$ cat config.mk
export PLATFORM = sky130hd
export DESIGN_NAME = emb_memory_block
export DESIGN_NICKNAME = d
export VERILOG_FILES = /design/src/logic/emb_memory_block.v
export VERILOG_INCLUDE_DIRS = /design/src /design/src/inc
export SDC_FILE = /design/constraint.sdc
export NUM_CORES = 2
export LEC_CHECK = 0
export BUFFER_PORTS_ARGS = -buffer_cell sky130_fd_sc_hd__buf_2
export CAP_MARGIN = 20
export CORE_AREA = 2 2 539 541
export CTS_BUF_LIST = sky130_fd_sc_hd__clkbuf_8
export DETAILED_ROUTE_END_ITERATION = 8
export DIE_AREA = 0 0 541 543
export SKIP_LAST_GASP = 1
export SLEW_MARGIN = 0
export SYNTH_ARGS = -nofsm -noshare
export SYNTH_HDL_FRONTEND = slang
export SYNTH_SLANG_ARGS = --single-unit
$ cat constraint.sdc
create_clock -name clk_i -period 10.5 [get_ports clk_i]
set_input_delay 0 -clock clk_i [delete_from_list [all_inputs] [get_ports clk_i]]
set_output_delay 0 -clock clk_i [all_outputs]
set_load 0.05 [all_outputs]
$ cat src/inc/emb_memory_block_regs.vh
`ifndef EMB_MEMORY_BLOCK_REGS_VH
`define EMB_MEMORY_BLOCK_REGS_VH

// Shape codes: word width is 16 >> code
`define EMB_SHAPE_128X16 3'h0
`define EMB_SHAPE_256X8 3'h1
`define EMB_SHAPE_512X4 3'h2
`define EMB_SHAPE_1024X2 3'h3
`define EMB_SHAPE_2048X1 3'h4

// Array geometry, constant capacity of 2048 bits
`define EMB_ROW_W 16
`define EMB_ROWS 128
`define EMB_ROW_AW 7
`define EMB_ARRAY_AW 11
`define EMB_PAGE_W 2
`define EMB_ADDR_W 13

// Product-term section
`define EMB_OWN_TERMS 2
`define EMB_EXP_SETS 15
`define EMB_FEEDBACK_W 10

// Reset values
`define EMB_RD_DATA_RST 16'h0000
`define EMB_PAGE_RST 2'h0

`endif

$ cat src/logic/emb_memory_block.v
`timescale 1ns/100ps
`include "emb_memory_block_regs.vh"

// Operation
// - The array holds 2048 bits and is read and written as 128x16, 256x8, 512x4, 1024x2 or 2048x1.
// - The write strobe is made inside the block from the clock, so callers only meet clock setup and hold.
// - Two blocks sharing address and control with separate data lanes form one memory twice as wide.
// - One block serves up to 2048 words deep with no outside control logic and no extra latency.
// - For deeper memories each block drives a shared line only when its programmed page is addressed.
// - In a four-block 8192-word memory the low eleven address bits go to the array and the top two to the page decoder.
// - With page decoding on and distinct page ids, the output enable lets only the addressed block of a column drive the shared line.
// - Two clear sources come from global or local signals, may be inverted, and each macrocell picks one or none.
// - A macrocell OR takes its own two terms plus up to fifteen borrowed pairs, thirty-two terms in all.
// - Ten output lines, nine of them distinct, feed back to adjacent logic elements.
module emb_memory_block #(
  parameter NMC = 16
) (
  input wire clk_i,
  input wire sys_rst_i,
  input wire [2:0] shape_i,
  input wire [`EMB_ADDR_W-1:0] addr_i,
  input wire wr_en_i,
  input wire [`EMB_ROW_W-1:0] wr_data_i,
  output wire [`EMB_ROW_W-1:0] rd_data_o,
  input wire page_dec_en_i,
  input wire [`EMB_PAGE_W-1:0] page_id_i,
  output wire [`EMB_ROW_W-1:0] line_data_o,
  output wire line_oe_o,
  output wire [`EMB_FEEDBACK_W-1:0] feedback_o,
  input wire [1:0] clr_glb_i,
  input wire [1:0] clr_loc_i,
  input wire [1:0] clr_use_loc_i,
  input wire [1:0] clr_inv_i,
  input wire [2*NMC-1:0] clr_sel_i,
  input wire [`EMB_OWN_TERMS*NMC-1:0] pterm_i,
  input wire [`EMB_EXP_SETS*NMC-1:0] exp_mask_i,
  output wire [NMC-1:0] mc_q_o
);

  // ----------------------------------------------------------------
  // Shape decode
  // ----------------------------------------------------------------
  // Unknown shape codes fall back to 2048x1 so no write can land twice
  function [2:0] shape_clamp;
    input [2:0] s;
    begin
      if (s > `EMB_SHAPE_2048X1)
      begin
        shape_clamp = `EMB_SHAPE_2048X1;
      end
      else
      begin
        shape_clamp = s;
      end
    end
  endfunction

  // Log2 of the word width: 4 for 128x16 down to 0 for 2048x1
  function [2:0] lane_bits;
    input [2:0] s;
    begin
      lane_bits = 3'h4 - s;
    end
  endfunction

  // The shape code equals the number of lane-select address bits
  function [`EMB_ROW_AW-1:0] row_of;
    input [`EMB_ARRAY_AW-1:0] a;
    input [2:0] s;
    reg [`EMB_ARRAY_AW-1:0] t;
    begin
      t = a >> s;
      row_of = t[`EMB_ROW_AW-1:0];
    end
  endfunction

  function [3:0] lane_of;
    input [`EMB_ARRAY_AW-1:0] a;
    input [2:0] s;
    reg [3:0] m;
    begin
      m = 4'hf >> lane_bits(s);
      lane_of = a[3:0] & m;
    end
  endfunction

  wire [2:0] shape = shape_clamp(shape_i);
  wire [`EMB_ARRAY_AW-1:0] arr_addr = addr_i[`EMB_ARRAY_AW-1:0];
  wire [`EMB_PAGE_W-1:0] page_addr = addr_i[`EMB_ADDR_W-1:`EMB_ARRAY_AW];
  wire [`EMB_ROW_AW-1:0] row = row_of(arr_addr, shape);
  wire [3:0] lane = lane_of(arr_addr, shape);
  wire [2:0] lsh = lane_bits(shape);

  // ----------------------------------------------------------------
  // Storage array
  // ----------------------------------------------------------------
  // Contents are not reset; unwritten words read as unknown
  reg [`EMB_ROW_W-1:0] mem [0:`EMB_ROWS-1];
  reg [`EMB_ROW_W-1:0] wr_row;
  reg [`EMB_ROW_W-1:0] rd_word;
  reg [`EMB_ROW_W-1:0] cur_row;
  reg [4:0] wmask;
  integer b;

  // Narrow words sit side by side in a row, lane 0 at the bottom
  // Merge the written lane into the row; every lane uses the low data pins
  always @*
  begin
    cur_row = mem[row];
    wr_row = cur_row;
    rd_word = 16'h0000;
    wmask = 5'h10 >> shape;
    for (b = 0; b < `EMB_ROW_W; b = b + 1)
    begin
      if ((b >> lsh) == lane)
      begin
        wr_row[b] = wr_data_i[b & (wmask - 5'h01)];
      end
      if (b < wmask)
      begin
        rd_word[b] = cur_row[(lane << lsh) + b];
      end
    end
  end

  // Self-timed strobe: only the clock edge qualifies the write
  always @(posedge clk_i)
  begin
    if (wr_en_i)
    begin
      mem[row] <= wr_row;
    end
  end

  // ----------------------------------------------------------------
  // Read port and page decoder
  // ----------------------------------------------------------------
  reg [`EMB_ROW_W-1:0] rd_data_q;
  reg [`EMB_PAGE_W-1:0] page_q;

  // Read returns the old word on a same-cycle write
  always @(posedge clk_i or posedge sys_rst_i)
  begin
    if (sys_rst_i)
    begin
      rd_data_q <= `EMB_RD_DATA_RST;
      page_q <= `EMB_PAGE_RST;
    end
    else
    begin
      rd_data_q <= rd_word;
      page_q <= page_addr;
    end
  end

  assign rd_data_o = rd_data_q;
  assign line_data_o = rd_data_q;
  // Page is registered with the data so the enable never leads the word.
  // Distinct page ids across a column give one driver per cycle.
  assign line_oe_o = ~page_dec_en_i | (page_q == page_id_i);
  // Bit 8 is repeated on the tenth line, so nine lines are distinct
  assign feedback_o = {rd_data_q[8], rd_data_q[8:0]};

  // ----------------------------------------------------------------
  // Product-term macrocells
  // ----------------------------------------------------------------
  // Either clear source comes from a global or a local line, then may be inverted
  function clr_pick;
    input glb;
    input loc;
    input use_loc;
    input inv;
    begin
      clr_pick = (use_loc ? loc : glb) ^ inv;
    end
  endfunction

  wire [1:0] clr_src;
  assign clr_src[0] = clr_pick(clr_glb_i[0], clr_loc_i[0],
    clr_use_loc_i[0], clr_inv_i[0]);
  assign clr_src[1] = clr_pick(clr_glb_i[1], clr_loc_i[1],
    clr_use_loc_i[1], clr_inv_i[1]);

  genvar i;
  generate
    for (i = 0; i < NMC; i = i + 1)
    begin : g_mc
      reg mc_q;
      reg sum_d;
      integer j;
      wire [1:0] sel = clr_sel_i[2*i+1:2*i];
      // Code 3 is treated as no clear
      wire mc_clr = sys_rst_i | (sel == 2'h1 & clr_src[0]) | (sel == 2'h2 & clr_src[1]);

      // Borrowed pairs come from the next fifteen macrocells, wrapping round
      always @*
      begin
        sum_d = |pterm_i[2*i+1:2*i];
        for (j = 0; j < `EMB_EXP_SETS; j = j + 1)
        begin
          if (exp_mask_i[`EMB_EXP_SETS*i+j])
          begin
            sum_d = sum_d | (|pterm_i[2*((i+1+j)%NMC)+:2]);
          end
        end
      end

      always @(posedge clk_i or posedge mc_clr)
      begin
        if (mc_clr)
        begin
          mc_q <= 1'b0;
        end
        else
        begin
          mc_q <= sum_d;
        end
      end

      assign mc_q_o[i] = mc_q;
    end
  endgenerate

endmodule

======== After elaboration in Yosys (flattened, before gate mapping) ========
Memory sizes are Yosys's and may differ from the RTL's.
Index checks and enable logic that the tools add are counted.
storage, ports and cells
  bits in registers ....................... 34
  latch bits .............................. 0
  memory bits (writable) .................. 2048
  bits in read-only memories .............. 0
  memories ................................ 1
memories
  name  depth  width  read ports  clocked after memory_dff  wr ports  line                   text
  mem   128    16     1           0                         1         emb_memory_block.v:98  reg [`EMB_ROW_W-1:0] mem [0:`EMB_ROWS-1];
cells by class
  $add $sub $neg .......................... 17
  $mul .................................... 0
  divide/modulo/power cells ............... 0
  magnitude comparators ................... 48
  eq/ne operators ......................... 49
  shift operators ......................... 20
  muxes and demuxes ....................... 339
  bitwise logic cells ..................... 309
  reductions and logical operators ........ 16
operators by type and width
  kind                                                                            count
  32-bit by 4-bit == test with 1-bit output                                       16
  32-bit by 5-bit less-than comparator with 1-bit output (second input constant)  16
  1-bit 2-to-1 mux                                                                311
  1-bit bitwise OR                                                                273
  32-bit by 4-bit adder with 32-bit output (second input constant)                8
  4-bit by 3-bit >> shifter with 32-bit output (first input constant)             8
  32-bit by 3-bit adder with 32-bit output (second input constant)                4
  3-bit by 3-bit >> shifter with 32-bit output (first input constant)             4
  1-bit binary-select mux with 4-bit select                                       17
  32-bit by 2-bit adder with 32-bit output (second input constant)                2
  1-bit by 3-bit >> shifter with 32-bit output (first input constant)             2
  2-bit by 3-bit >> shifter with 32-bit output (first input constant)             2
  4-bit by 5-bit less-than comparator with 1-bit output (first input constant)    8
  4-bit by 5-bit less-than comparator with 1-bit output (second input constant)   8
  32-bit by 1-bit adder with 32-bit output (second input constant)                1
  1-bit bitwise AND                                                               32
  2-bit by 1-bit == test with 1-bit output (second input constant)                16
  2-bit == test (second input constant)                                           16
  2-bit OR reduction                                                              16
  4-bit by 3-bit left shift with 32-bit output                                    1
  3-bit by 5-bit less-than comparator with 1-bit output (first input constant)    4
  3-bit by 5-bit less-than comparator with 1-bit output (second input constant)   4
  1-bit binary-select mux with 2-bit select                                       6
  1-bit binary-select mux with 3-bit select                                       4
  other kinds (15)                                                                19

======== Logic depth before layout (Yosys ltp) ========
  depth in word-level cells ............... 31
  mapped depth ............................ 22
  mapped depth without buffers ............ 14

======== Worst setup path before layout ========
OpenSTA, ideal clock, no wires.
  path kind ............................... in2reg
  start ................................... input shape_i[2]
  end ..................................... memory mem[0][4] (netlist name), data pin
  data arrival time ....................... 7.267 ns
  required time ........................... 9.303 ns
  slack ................................... 2.035 ns
  cell stages on the path ................. 13
  buffers on the path ..................... 4
  cells stage by stage .................... buf_4 -> buf_2 -> clkinv_1 -> nand2_1 -> ha_1 -> ha_1 -> clkbuf_1 -> nor2b_1 -> clkbuf_1 -> nand2_1 -> nor3_1 -> o221ai_1 -> o21ai_0
on the way
  longest elaborated chain between the ends .. 7
ends and longest elaborated chain
  item                                                                                                        line                                            text
  start: declaration                                                                                          emb_memory_block.v:20                           input wire [2:0] shape_i,
  3-bit > comparator (no source line)                                                                         --
  3-bit 2-to-1 mux *                                                                                          emb_memory_block.v:47                           if (s > `EMB_SHAPE_2048X1)
  3-bit subtractor or 5-bit by 3-bit >> shifter with 5-bit output (tied branches)                             emb_memory_block.v:62, emb_memory_block.v:112
  4-bit by 3-bit >> shifter with 4-bit output or 4-bit by 1-bit subtractor with 4-bit output (tied branches)  --
  4-bit bitwise AND or 1-bit 2-to-1 mux (tied branches)                                                       emb_memory_block.v:83, emb_memory_block.v:117
  32-bit by 4-bit == test with 1-bit output or 1-bit 2-to-1 mux (tied branches)                               emb_memory_block.v:115, emb_memory_block.v:117
  1-bit 2-to-1 mux *                                                                                          emb_memory_block.v:115                          if ((b >> lsh) == lane)
  via wr_row[4]                                                                                               emb_memory_block.v:99                           reg [`EMB_ROW_W-1:0] wr_row;
  end: declaration                                                                                            emb_memory_block.v:98
The timed path passes the listed nets; every way through them passes the cells marked *. The select of a mux whose other input is x is not followed.

======== Worst setup path in the final report ========
  start ................................... input shape_i[2]
  end ..................................... memory mem[82][4] (netlist name), data pin
Same word-level chain as after synthesis.

==> results.py <==
metrics = {
    "worst_setup_path": {
        "crit_required_ns": 11.19,
        "cpPeakStageDelay_ns": 1.04,
        "start_kind": "primary input",
        "cp_cell_sequence": "dlygate4sd3_1 > buf_2 > nor2b_4 > inv_4 > o221a_4 > nor2_4 > buf_12 > buf_4 > a221o_1 > a2111o_1 > o41ai_1 > o21ai_0 > and4_1 > nand2_1 > o21ai_4 > buf_12 > buf_4",
        "crit_path_max_delay_cell_type": "o21ai_0",
        "timing.critical_path.arrival_ns": 7.60,
        "setup.worst_path.class": "primary input to register",
        "cp_capture_type": "register",
        "crit_path_max_fanout": 88,
    },
    "clock_tree": {
        "cts_htree_levels": 5,
        "number_of_hold_repair_buffers_added_at_the_cts_stage": 235,
        "cts_num_sinks": 2082,
        "post-cts-setup-buffers": 0,
        "cts.path.max_buffers": 4,
        "clkLatencyLatePin_ns": 1.13,
        "cts_root_buf": "clkbuf_8",
        "post_cts_sizing": 0,
        "tritoncts.num_buffers": 339,
        "clkSlewWorstSetupHoldPaths_ns": 0.06,
        "cts_tree": "built",
    },
    "timing": {
        "fmax_ghz": 0.1446,
        "timing_hold_violations_final": 0,
        "timing.final.crit_period_ns": 6.917,
        "timing_worst_slew_pin_value_ns": 1.266,
        "report.final.setup_viol": 0,
        "rsz0062_at_grt": "no",
        "final_max_tran_viols": 0,
        "worst_clock_skew_ns": 0.1318,
        "fin_crit_sh_pct": 65.88,
        "final.setup.tns_ns": 0,
        "holdWs_ns": 0.09079,
        "slew_headroom_pct": 14.68,
    },
    "yosys": {
        "postSynth.asyncResetShare_pct": 1.633,
        "synth.yosys.seq_area_share_pct": 72.61,
        "ys_types": 94,
        "synth.avg_cell_area_um2": 14.95,
        "synthDominantAreaCellType": "edfxtp_1",
        "netlist_instances": 5744,
        "synth-seq-cells": 2082,
        "synth_top_cell_area_share_pct": 71.62,
        "netlist_area_pre_place_um2": 85870,
        "yosys_most_used_dff": "edfxtp_1",
        "mappedNetlistNets": 6112,
        "total_of_warnings_raised_by_yosys": 0,
        "synth-edff-count": 2048,
        "synth.area.top_cells": "edfxtp_1 (72%), mux2i_1 (4.6%), nand2_1 (2.9%), a21oi_1 (1.8%), a22oi_1 (1.8%)",
    },
    "routing": {
        "post_drt_wl_per_cell_um": 30.88,
        "ant_nets": 0,
        "route.detailed.drc": 0,
        "drt_iter0_drc": 9750,
        "detailedRoute.firstPassIterationCount": 6,
        "via_count": 59790,
        "avgViaCountPerCell": 5.657,
        "routed_wirelength_mm": 326.3,
    },
    "layout": {
        "syn_to_final_growth_pct": 17.84,
        "final_layout_net_count": 6924,
        "final_layout_size_suffix_gt1_share_pct": 18.36,
    },
    "global_route": {
        "globalRouteOverflowTotal": 0,
        "global_route.usage.total_pct": 21.44,
        "grt_pass1_wl_mm": 447.9,
        "grt_start_max_net_pins": 129,
        "antenna_found_initial": 23,
        "grt_pass1_vias": 57290,
    },
    "power_and_ir_drop": {
        "power.static_leakage_uw": 0.03420,
        "sw_frac_of_total_pct": 29.32,
        "p_int_uw": 13870,
        "seqPwrFrac_pct": 50.5,
        "power_switching_uw": 5754,
        "p_comb_share_pct": 17.2,
        "peakVddDrop_v": 0.0001298,
        "clock_power_share_pct": 32.4,
        "power_density_cells_nw_per_um2": 193.9,
    },
    "placed_design": {
        "place_congestion": 0.9393,
        "port_buffers": 408,
        "hpwlAfterDp_mm": 196.2,
    },
    "job": {
        "max_cap_viol_count": 0,
    },
    "run_status": {
        "status": "complete, no violations",
    },
    "floorplanning": {
        "design.die.area_um2": 293800,
        "floorplan.initialDensity_pct": 29.88,
        "floorplan.rows": 197,
        "die_height_um": 543,
        "coreArea_um2": 287400,
        "boundaryPins": 409,
        "die_w_um": 541,
    },
    "hold_path": {
        "min_path_type": "primary input to register",
    },
}
worst max-delay path, delay by kind of cell:
family / cells / cell delay, ns
compound gates: 6 / 2.31
simple gates: 4 / 1.80
buf+inv: 7 / 2.93
placed cells by master (no fill, tap or decap), drive strengths merged, types with 17 or more instances in the layout:
cell type,netlist,layout
mux2i,395,395
a22oi,204,204
o21ai,109,109
a211oi,39,39
o221ai,34,34
a32oi,34,34
nor3b,32,32
nor2,254,254
mux2,60,60
nand3,163,163
inv,8,130
a221o,66,66
edfxtp,2048,2048
a2111oi,17,17
clkbuf,126,347
nand2,669,669
or2,18,18
nor3,65,65
o22ai,165,165
xor2,19,19
ha,18,18
o211ai,20,20
dlygate4sd3,0,235
clkinv,3,82
a22o,36,36
buf,321,682
a31oi,45,45
dfrtp,34,34
a221oi,151,151
nand4,36,36
a21oi,310,310
mux4,17,17
o2bb2ai,21,21
layout make-up:
class / instances / area (um^2)
fill: 27320 / 186200
sequential: 2082 / 62350
multi-input combinational: 3204 / 21480
timing repair buffer: 918 / 6746
clock buffer: 346 / 4762
tap: 3781 / 4731
clock inverter: 213 / 1047
inverter: 11 / 43.79
antenna: 14 / 35.03
cells by family (layout without fill, tap and decap cells):
| logic type | Yosys count | in the layout | synth area share [%] |
|---|---|---|---|
| AOI/OAI and AO/OA | 1354 | 1354 | 11.20 |
| xor gates and xnor gates | 30 | 30 | 0.3060 |
| muxes | 472 | 472 | 5.841 |
| DFF | 2082 | 2082 | 72.61 |
| other | 0 | 14 | 0 |
| adders and majority gates | 18 | 18 | 0.2623 |
| buffers and inverters | 458 | 1488 | 2.866 |
| and+or+nand+nor | 1330 | 1330 | 6.922 |
per-stage QoR:
| stage | util, % | setup WS, ns | std cells | cell area, um^2 | total power, uW |
|---|---|---|---|---|---|
| after global routing | 35.20 | 3.644 | 10560 | 101200 | 20120 |
| after floorplan | - | 2.035 | 5744 | 85870 | 11880 |
| after detailed placement | 32.33 | 3.376 | 9755 | 92920 | 13250 |
| after CTS | 35.17 | 3.936 | 10550 | 101100 | 19570 |
| final | 35.21 | 3.583 | 10570 | 101200 | 19620 |
| after global placement | 32.27 | 3.124 | 9741 | 92730 | 13180 |
final timing paths:
check	startpoint	end	slack [ns]	depth (start not counted)
setup reg to reg	mem[95][9]$_DFFE_PP_	mem[11][9]$_DFFE_PP_	5.73	10
max in group asynchronous	clr_sel_i[4]	g_mc[2].mc_q$_DFF_PP0_	8.86	7
hold reg to reg	mem[122][15]$_DFFE_PP_	mem[3][15]$_DFFE_PP_	1.60	7
min in group asynchronous	clr_inv_i[0]	g_mc[2].mc_q$_DFF_PP0_	0.28	6
hold / removal	addr_i[0]	mem[21][14]$_DFFE_PP_	0.09	4
setup / recovery	shape_i[2]	mem[82][4]$_DFFE_PP_	3.58	17
flip-flops by register name (all words and copies together) (netlist names):
register and flops:
mem 2048, line_data_o 16, page_q 2, g_mc.mc_q 16
routing by layer:
metal / up-vias / share of wire, % / track usage, %
met3: 882 / 12 / 5.563
met5: - / 0.037 / 0
met1: 30090 / 37 / 27.01
met2: 4407 / 45 / 33.43
li1: 24400 / - / -
met4: 18 / 6.3 / 12.14
synthesized netlist by cell type (17+ instances only):
cell	n
buf_1	40
nand4_1	36
mux2i_1	395
a221o_1	66
buf_2	171
or2_2	17
mux2_2	59
a22oi_1	203
o2bb2ai_1	21
edfxtp_1	2048
ha_1	18
buf_4	80
a211oi_1	39
xor2_1	19
o221ai_1	31
o211ai_1	20
a31oi_1	45
nor3b_1	32
nand2_1	665
nand3_1	163
o22ai_1	165
clkbuf_1	126
a21oi_1	310
nor3_1	62
o21ai_0	103
dfrtp_1	34
nor2_1	247
buf_6	30
a22o_1	36
a221oi_1	150
a32oi_1	34
power groups by stage:
stage               Combinational, uW  Sequential, uW  Clock [uW]
floorplan                        1660           10200           0
global placement                 3100           10100           0
detailed placement               3180           10100           0
CTS                              3250            9900        6420
global route                     3460            9900        6760
finish                           3370            9900        6360
No activity file was read; power rests on OpenSTA's default activity.
